==> src/hdl/srlp_pkg.sv <==
// constants shared by the sensor register load port
// assumes one 250 MHz system clock; every pin arrives asynchronously
package srlp_pkg;

  localparam int unsigned BUS_W      = 10;
  localparam int unsigned SET_W      = 8;
  localparam int unsigned SEL_W      = 2;
  localparam int unsigned NUM_SET    = 4;
  localparam int unsigned ROUTE_W    = 6;
  localparam int unsigned CONV_W     = 10;
  localparam int unsigned CONV_DEPTH = 7;

  // settings register select codes, taken from the top two bus bits
  localparam logic [SEL_W-1:0] SEL_MODE_CONTROL = 2'h0;
  localparam logic [SEL_W-1:0] SEL_GAIN_STAGE   = 2'h1;
  localparam logic [SEL_W-1:0] SEL_BLACK_LEVEL  = 2'h2;
  localparam logic [SEL_W-1:0] SEL_OFFSET_TRIM  = 2'h3;

  localparam logic [BUS_W-1:0] START_RESET = 10'h000;
  localparam logic [SET_W-1:0] SET_RESET   = 8'h00;

  // bus field positions
  localparam int unsigned SEL_LSB  = 8;
  localparam int unsigned DATA_MSB = 7;

  // mode_control fields
  localparam int unsigned MC_SCAN_MSB  = 6;
  localparam int unsigned MC_SCAN_LSB  = 5;
  localparam int unsigned MC_ROUTE_MSB = 4;
  localparam int unsigned MC_ROUTE_LSB = 2;
  localparam int unsigned MC_NDR_BIT   = 1;
  localparam int unsigned MC_STBY_BIT  = 0;

  // gain_stage_setting fields
  localparam int unsigned GS_OFS_MSB  = 7;
  localparam int unsigned GS_OFS_LSB  = 2;
  localparam int unsigned GS_GAIN_MSB = 1;
  localparam int unsigned GS_GAIN_LSB = 0;

  // scan-end source codes
  localparam logic [1:0] SCAN_LINE_READ  = 2'h0;
  localparam logic [1:0] SCAN_LINE_RESET = 2'h1;

  // output selector codes and one-hot route positions
  localparam logic [2:0] ROUTE_PIXEL   = 3'h0;
  localparam logic [2:0] ROUTE_THERMAL = 3'h1;
  localparam logic [2:0] ROUTE_AUX1    = 3'h4;
  localparam int unsigned RT_PIXEL   = 0;
  localparam int unsigned RT_THERMAL = 1;
  localparam int unsigned RT_AUX1    = 2;

endpackage

==> src/hdl/srlp_top.sv <==
// sensor register load port: start latches, settings registers, output chain
// assumes strobes and bus are asynchronous pins held >= 100 ns and converter clock levels held 52 ns,
// so two-flop sampling at 250 MHz sees every level and edge
//
// How it works
// RL1: ten-bit bus, three separate load strobes
// RL2: line/column strobe loads all ten bits
// RL3: start latches follow bus while strobe high
// RL4: setting strobe edge: top bits select register
// RL5: settings capture on strobe rise, else hold
// RL6: clear-low zeroes all four settings registers
// RL7: mode_control field layout as specified
// RL8: select three holds column offset trim
// RL9: selector codes route pixel, thermal, aux
// RL10: start line seeds read and reset pointers
// RL11: start column seeds column pointer, default zero
// RL12: controller keeps start line within 0..1023
// RL13: controller pulses calibration after gain changes
// RL14: calibration preferably mirrors line-gap strobe
// RL15: line-gap strobe resets column pointer
// RL16: controller halts column clock for gain change
// RL17: calibration pulse 200 ns, line gap idle
// RL18: wait 50 ns, restart column clock
// RL19: converter samples rising, updates falling edge
// RL20: converter output exactly 6.5 cycles later
// RL21: selected signal buffered to analog pad
// RL22: scan-end select routes pointer last stage
// RL23: gain code and 64-step offset field
// RL24: low power disables bias, gain, buffer
`timescale 1ns/1ps
module srlp_top
  import srlp_pkg::*;
(
  input  wire logic              clk_i,
  input  wire logic              rst_b_i,
  input  wire logic [BUS_W-1:0]  load_bus_i,
  input  wire logic              line_start_strobe_i,
  input  wire logic              column_start_strobe_i,
  input  wire logic              setting_write_strobe_i,
  input  wire logic              setting_clear_n_i,
  input  wire logic              line_gap_strobe_i,
  input  wire logic              gain_stage_cal_i,
  input  wire logic              line_read_last_i,
  input  wire logic              line_reset_last_i,
  input  wire logic              column_read_last_i,
  input  wire logic              conv_clk_i,
  input  wire logic [CONV_W-1:0] conv_sample_i,
  output logic [BUS_W-1:0]       start_line_o,
  output logic [BUS_W-1:0]       start_column_o,
  output logic [SET_W-1:0]       mode_control_o,
  output logic [SET_W-1:0]       gain_stage_setting_o,
  output logic [SET_W-1:0]       nondestructive_black_level_o,
  output logic [SET_W-1:0]       column_bus_offset_trim_o,
  output logic [ROUTE_W-1:0]     analog_route_o,
  output logic                   analog_pad_enable_o,
  output logic                   low_power_o,
  output logic                   nondestructive_readout_o,
  output logic                   scan_end_flag_o,
  output logic                   column_pointer_reset_o,
  output logic                   gain_stage_cal_o,
  output logic [CONV_W-1:0]      conv_data_o
);

  // ------------------------------------------------------------------
  // reset release and pin synchronisers
  // ------------------------------------------------------------------
  // ten single-bit pins ride alongside the bus and the converter word
  localparam int unsigned PIN_W = BUS_W + 10 + CONV_W;

  logic [1:0]       rst_q;
  logic             rst_n;
  logic [PIN_W-1:0] pin_meta_q;
  logic [PIN_W-1:0] pin_q;

  always_ff @(posedge clk_i or negedge rst_b_i) begin
    if (!rst_b_i) begin
      rst_q <= 2'h0;
    end else begin
      rst_q <= {rst_q[0], 1'b1};
    end
  end
  assign rst_n = rst_q[1];

  // multi-bit bus is safe to sample: it is settled 100 ns before any strobe
  always_ff @(posedge clk_i or negedge rst_n) begin
    if (!rst_n) begin
      pin_meta_q <= '0;
      pin_q      <= '0;
    end else begin
      pin_meta_q <= {conv_sample_i, conv_clk_i, column_read_last_i, line_reset_last_i,
                     line_read_last_i, gain_stage_cal_i, line_gap_strobe_i,
                     setting_clear_n_i, setting_write_strobe_i, column_start_strobe_i,
                     line_start_strobe_i, load_bus_i};
      pin_q      <= pin_meta_q;
    end
  end

  logic [BUS_W-1:0]  bus_s;
  logic              line_stb_s;
  logic              col_stb_s;
  logic              wr_stb_s;
  logic              clr_n_s;
  logic              gap_s;
  logic              cal_s;
  logic [2:0]        last_s;
  logic              cclk_s;
  logic [CONV_W-1:0] csample_s;

  // RL1: bus and strobes
  assign {csample_s, cclk_s, last_s, cal_s, gap_s, clr_n_s, wr_stb_s, col_stb_s,
          line_stb_s, bus_s} = pin_q;

  // ------------------------------------------------------------------
  // start latches and settings registers
  // ------------------------------------------------------------------
  logic [BUS_W-1:0] line_q, line_d, col_q, col_d;
  logic [SET_W-1:0] set_q [NUM_SET];
  logic [SET_W-1:0] set_d [NUM_SET];
  logic             wr_prev_q, wr_prev_d;
  logic             wr_rise;
  logic [SEL_W-1:0] sel;

  assign wr_rise = wr_stb_s && !wr_prev_q;
  assign sel     = bus_s[BUS_W-1:SEL_LSB];

  always_comb begin
    // RL2: strobe loads all ten bits
    // RL3: transparent while high, frozen on fall
    line_d    = line_stb_s ? bus_s : line_q;
    col_d     = col_stb_s ? bus_s : col_q;
    wr_prev_d = wr_stb_s;
    for (int i = 0; i < NUM_SET; i++) begin
      // RL6: clear zeroes settings
      if (!clr_n_s) begin
        set_d[i] = SET_RESET;
      // RL4: select decode, low byte write
      // RL5: capture on rising edge only
      end else if (wr_rise && sel == SEL_W'(i)) begin
        set_d[i] = bus_s[DATA_MSB:0];
      end else begin
        set_d[i] = set_q[i];
      end
    end
  end

  always_ff @(posedge clk_i or negedge rst_n) begin
    if (!rst_n) begin
      line_q    <= START_RESET;
      col_q     <= START_RESET;
      wr_prev_q <= 1'b0;
      for (int i = 0; i < NUM_SET; i++) begin
        set_q[i] <= SET_RESET;
      end
    end else begin
      line_q    <= line_d;
      col_q     <= col_d;
      wr_prev_q <= wr_prev_d;
      for (int i = 0; i < NUM_SET; i++) begin
        set_q[i] <= set_d[i];
      end
    end
  end

  // ------------------------------------------------------------------
  // output chain controls
  // ------------------------------------------------------------------
  logic [SET_W-1:0]   mode;
  logic [2:0]         route_code;
  logic [ROUTE_W-1:0] route_d, route_q;
  logic               scan_d, scan_q;
  logic               gap_q, cal_q;
  logic               pad_en_d, pad_en_q;

  assign mode       = set_q[SEL_MODE_CONTROL];
  assign route_code = mode[MC_ROUTE_MSB:MC_ROUTE_LSB];

  always_comb begin
    // RL9: one-hot route; codes 010 and 011 select nothing
    route_d = '0;
    if (route_code == ROUTE_PIXEL) begin
      route_d[RT_PIXEL] = 1'b1;
    end else if (route_code == ROUTE_THERMAL) begin
      route_d[RT_THERMAL] = 1'b1;
    end else if (route_code >= ROUTE_AUX1) begin
      route_d[RT_AUX1 + 32'(route_code - ROUTE_AUX1)] = 1'b1;
    end
    // RL22: scan-end source select
    unique case (mode[MC_SCAN_MSB:MC_SCAN_LSB])
      SCAN_LINE_READ:  scan_d = last_s[0];
      SCAN_LINE_RESET: scan_d = last_s[1];
      default:         scan_d = last_s[2];
    endcase
    // RL21: pad buffer on unless standby
    pad_en_d = !mode[MC_STBY_BIT];
  end

  always_ff @(posedge clk_i or negedge rst_n) begin
    if (!rst_n) begin
      route_q <= '0;
      scan_q  <= 1'b0;
      gap_q   <= 1'b0;
      cal_q   <= 1'b0;
      // buffer is on while the settings sit at their zero reset value
      pad_en_q <= 1'b1;
    end else begin
      route_q <= route_d;
      scan_q  <= scan_d;
      gap_q   <= gap_s;
      cal_q   <= cal_s;
      pad_en_q <= pad_en_d;
    end
  end

  // ------------------------------------------------------------------
  // converter pipeline: shift on rising edge, present on falling edge
  // ------------------------------------------------------------------
  logic [CONV_W-1:0] pipe_q [CONV_DEPTH];
  logic [CONV_W-1:0] pipe_d [CONV_DEPTH];
  logic [CONV_W-1:0] cdata_q, cdata_d;
  logic              cclk_prev_q, cclk_prev_d;
  logic              c_rise, c_fall;

  assign c_rise = cclk_s && !cclk_prev_q;
  assign c_fall = !cclk_s && cclk_prev_q;

  always_comb begin
    cclk_prev_d = cclk_s;
    // RL19: sample on rising edge
    for (int i = 0; i < CONV_DEPTH; i++) begin
      if (c_rise) begin
        pipe_d[i] = (i == 0) ? csample_s : pipe_q[(i == 0) ? 0 : i-1];
      end else begin
        pipe_d[i] = pipe_q[i];
      end
    end
    // RL20: seventh stage read at falling edge gives 6.5 cycles
    cdata_d = c_fall ? pipe_q[CONV_DEPTH-1] : cdata_q;
  end

  always_ff @(posedge clk_i or negedge rst_n) begin
    if (!rst_n) begin
      cclk_prev_q <= 1'b0;
      cdata_q     <= '0;
      for (int i = 0; i < CONV_DEPTH; i++) begin
        pipe_q[i] <= '0;
      end
    end else begin
      cclk_prev_q <= cclk_prev_d;
      cdata_q     <= cdata_d;
      for (int i = 0; i < CONV_DEPTH; i++) begin
        pipe_q[i] <= pipe_d[i];
      end
    end
  end

  // ------------------------------------------------------------------
  // outputs
  // ------------------------------------------------------------------
  // RL10: one start line seeds both line pointers
  // RL11: start column seeds column pointer
  assign start_line_o                 = line_q;
  assign start_column_o               = col_q;
  // RL7: mode_control fields
  assign mode_control_o               = set_q[SEL_MODE_CONTROL];
  // RL23: gain and offset fields
  assign gain_stage_setting_o         = set_q[SEL_GAIN_STAGE];
  assign nondestructive_black_level_o = set_q[SEL_BLACK_LEVEL];
  // RL8: offset trim register
  assign column_bus_offset_trim_o     = set_q[SEL_OFFSET_TRIM];
  assign analog_route_o               = route_q;
  // RL21: pad buffer on unless standby
  // RL24: standby disables the pad buffer and raises low_power_o
  assign analog_pad_enable_o          = pad_en_q;
  assign low_power_o                  = mode[MC_STBY_BIT];
  assign nondestructive_readout_o     = mode[MC_NDR_BIT];
  assign scan_end_flag_o              = scan_q;
  // RL15: line gap clears column pointer
  assign column_pointer_reset_o       = gap_q;
  // RL13: calibration strobe passed to gain stage
  assign gain_stage_cal_o             = cal_q;
  assign conv_data_o                  = cdata_q;
endmodule // srlp_top

==> config.mk <==
export PLATFORM = sky130hd
export DESIGN_NAME = srlp_top
export DESIGN_NICKNAME = d
export VERILOG_FILES = /design/src/hdl/srlp_pkg.sv /design/src/hdl/srlp_top.sv
export SDC_FILE = /design/constraint.sdc
export NUM_CORES = 1
export LEC_CHECK = 0
export CAP_MARGIN = 20
export CORE_MARGIN = 8
export CORE_UTILIZATION = 45
export CTS_CLUSTER_SIZE = 8
export DETAILED_ROUTE_END_ITERATION = 16
export DONT_BUFFER_PORTS = 1
export PLACE_DENSITY = 0.7
export RECOVER_POWER = 25
export SLEW_MARGIN = 20
export SYNTH_ARGS = -nofsm -noshare
export SYNTH_HDL_FRONTEND = slang
export SYNTH_SLANG_ARGS = --single-unit
==> constraint.sdc <==
create_clock -name clk_i -period 8.1 [get_ports clk_i]
set_input_delay 0.405 -clock clk_i [delete_from_list [all_inputs] [get_ports clk_i]]
set_output_delay 0.405 -clock clk_i [all_outputs]
set_load 0.005 [all_outputs]
==> qor.tcl <==
set qor(timing.final.max_slew_violations) 70
set qor(wirelength_met1_mm) 5.35
set qor(violations_in_the_final_reports) {max-capacitance violations, max-slew violations}
set qor(synth_edf_count) 0
set qor(ant_nets) 0
set qor(htreeDepth) 1
set qor(route.met3.wl_um) 923
set qor(topRoutingLayerUsed) {met4}
set qor(setup_repair_after_global_routing_missed_its_margin) {no}
set qor(critical_path_cell_count) 1
set qor(clock_tree_from_tritoncts) {built}
set qor(synthesis.area_per_instance_um2) 17.7
set qor(worstSetupEndpointType) {asynchronous set/reset pin}
set qor(yosys.cell_count.top_type) {dfrtp_1}
set qor(first_global_vias) 3729
set qor(die_w_um) 144
set qor(initial_core_utilization_pct) 45.3
set qor(multi_input_combinational_cell_area_mm2) 0.00199
set qor(io-pin-count) 106
set qor(final_replace_weighted_congestion) 0.834
set qor(timing.final.hold_violations) 0
set qor(avgRoutedWirePerCell_um) 17.7
set qor(status) {finished with violations}
set qor(synth.largest_area_cell) {dfrtp_1}
set qor(mapped_area_mm2) 0.00738
set qor(die_area_mm2) 0.0208
set qor(critical-path-slowest-cell) {dfrtp_1}
set qor(dr.first_iter.drc_count) 210
set qor(synth_top_cell_area_share_pct) 69.5
set qor(buf_inv_on_cp) 1
set qor(fillCellCount) 1281
set qor(worstMarginPinSlew_ns) 2.63
set qor(critical_path.cell_chain) {buf_6}
set qor(antenna_violations_before_repair) 0
set qor(synth_common_cells) {dfrtp_1, mux2_4, nand2_1}
set qor(timing.final.crit_period_ns) 2.99
set qor(vdd_drop_max_v) 0.000159
set qor(ys_types) 23
set qor(final-seq-area_mm2) 0.00516
set qor(syn_to_final_growth_pct) 16.3
set qor(drive_gt1_share_pct) 29.2
set qor(timing.reg2reg.worst_path_depth) 1
set qor(core_area_mm2) 0.0163
set qor(yosys_register_bits) 206
set qor(criticalPathCategory) {flop to asynchronous set/reset pin}
set qor(clock-sinks) 206
set qor(syn_inst) 417
set qor(crit_arrival_ns) 3.50
set qor(die-height_um) 144
set qor(clkTransAtPathRegs_ns) 0.05
set qor(met2_length_mm) 5.77
set qor(synth_nets) 449
set qor(timing.clock.skew_ns) 0.00698
set qor(layout_worst_path_cycle_share_pct) 36.9
set qor(holdCritPathClass) {input port to asynchronous set/reset pin}
set qor(place.detailed.hpwl_mm) 8.03
set qor(worst_hold_slack_ns) 0.138
set qor(post-route-drc-count) 0
set qor(total_power_per_unit_cell_area_mw_per_mm2) 313
set qor(pin_count_of_the_biggest_net_entering_global_routing) 97
set qor(grt-ovfl-total) 0
set qor(placement_stage_cell_area_mm2) 0.00749
set qor(row_count) 47
set qor(post-route-cell-area_mm2) 0.00859
set qor(antennaDiodeCount) 0
set qor(cp-start-kind) {flop}
set qor(synth.top_cells.by_area) {dfrtp_1, mux2_4, mux2_2}
set qor(cp_max_fo) 96
set qor(grt_first_pass_wirelength_mm) 20.5
set qor(ys.warnings.count) 0
set qor(synth-main-ff-cell) {dfrtp_1}
set qor(fin_tns_setup_ns) 0
set qor(seq_area_frac_synth_pct) 69.9
set qor(clkLatencyLatePin_ns) 0.50
set qor(vias) 3324
set qor(postRouteWirelength_mm) 12.3
set qor(finalNetCount) 496
set qor(globalRouteTotalUtil_pct) 12.4
set qor(ys_async_sr_fraction_pct) 100
set qor(drt-pass1-iter-count) 4
set qor(cts.repair.resized) 0
set qor(ctsRootBufferMaster) {clkbuf_16}
set qor(critical_path.top_delay_family) {flip-flops}
set qor(timing.slew.headroom_pct) -75.5
set qor(required_ns) 8.61
set qor(report.final.setup_viol) 0
set qor(max_cap_violations) 1
set qor(critical_path.max_stage_delay_ns) 2.12
set qor(max-clock-path-buffers) 3
set qor(maxClockFrequency_mhz) 334
set qor(clock_buffers_created_by_tritoncts) 29
set qor(vias_per_std_cell) 4.78
set qor(cellLeakagePower_nw) 4.14
set qor(port_buffers) 0
==> area by class of cell <==
cell class | instances | area share [%]
inverter | 1 | 0.0437
sequential | 206 | 60.1
multi-input combinational | 189 | 23.2
tap | 220 | 3.21
timing repair buffer | 37 | 4.33
clock buffer | 43 | 9.18
==> per-stage QoR <==
step | util [%] | power [mW] | setup WS [ns] | std cells
after floorplan | - | 1.59 | 1.94 | 417
after global placement | 45.8 | 1.63 | 5.96 | 621
after detailed placement | 46.0 | 1.65 | 5.84 | 622
after CTS | 52.7 | 2.73 | 5.83 | 696
after global routing | 52.7 | 2.82 | 4.44 | 696
final | 52.7 | 2.68 | 5.11 | 696
==> state kept, by name, summed over array words and instances, names as in the netlist <==
name and flops:
pin_q 30, cclk_prev_q 1, column_bus_offset_trim_o 8, gain_stage_cal_o 1, pipe_q 70, conv_data_o 10, analog_route_o 6, start_line_o 10
gain_stage_setting_o 8, nondestructive_black_level_o 8, column_pointer_reset_o 1, start_column_o 10, wr_prev_q 1, pin_meta_q 30, mode_control_o 8, rst_q 2
scan_end_flag_o 1, analog_pad_enable_o 1
==> path summary, 6_finish.rpt <==
| path | slack (ns) | end | from |
|---|---|---|---|
| worst max-delay path | 5.11 | analog_route_o[2] | rst_q[1] |
| worst min-delay path | 0.14 | rst_q[0] | rst_b_i |
| worst min register to register | 0.34 | pin_q[19] | pin_meta_q[19] |
| max in group clk_i | 6.26 | pipe_q[59] | pin_q[19] |
| worst max register to register | 5.11 | analog_route_o[2] | rst_q[1] |
| min in group clk_i | 0.34 | pin_q[19] | pin_meta_q[19] |
==> timing repair <==
item                                   4_1_cts  5_1_grt
endpoints found under the hold margin       32        0
setup buffers                                0        0
hold buffers                                31        0
==> power by group <==
| part | switching (mW) | internal, mW | total (mW) |
|---|---|---|---|
| logic | 0.0729 | 0.223 | 0.296 |
| registers | 0.127 | 1.22 | 1.35 |
| clock network | 0.387 | 0.654 | 1.04 |
| total | 0.587 | 2.10 | 2.68 |
==> layer usage <==
metal,GRT usage (%),vias to the layer above
met2,18.6,89
met4,4.65,0
li1,-,1498
met5,0,-
met1,16.2,1719
met3,4.52,18
==> cells by family (layout without fill, tap and decap cells) <==
| group | Yosys count | in the layout | share of synthesized area (%) |
|---|---|---|---|
| flip-flops | 206 | 206 | 69.9 |
| multiplexers | 133 | 133 | 23.3 |
| AND/OR/NAND/NOR | 54 | 54 | 3.56 |
| buffers and inverters | 22 | 81 | 3.15 |
| other | 1 | 1 | 0.0508 |
| AO/OA/AOI/OAI | 1 | 1 | 0.0678 |
==> placed cells by master (no fill, tap or decap), types with 2 or more instances in the layout <==
cell	n
buf_4	4
mux2i_1	33
mux2_2	30
nand2_1	42
mux2_4	70
clkbuf_16	29
nand4bb_1	2
dlygate4sd3_1	31
dfrtp_1	205
nor3b_1	2
clkbuf_1	13
(Power assumes the default switching activity.)
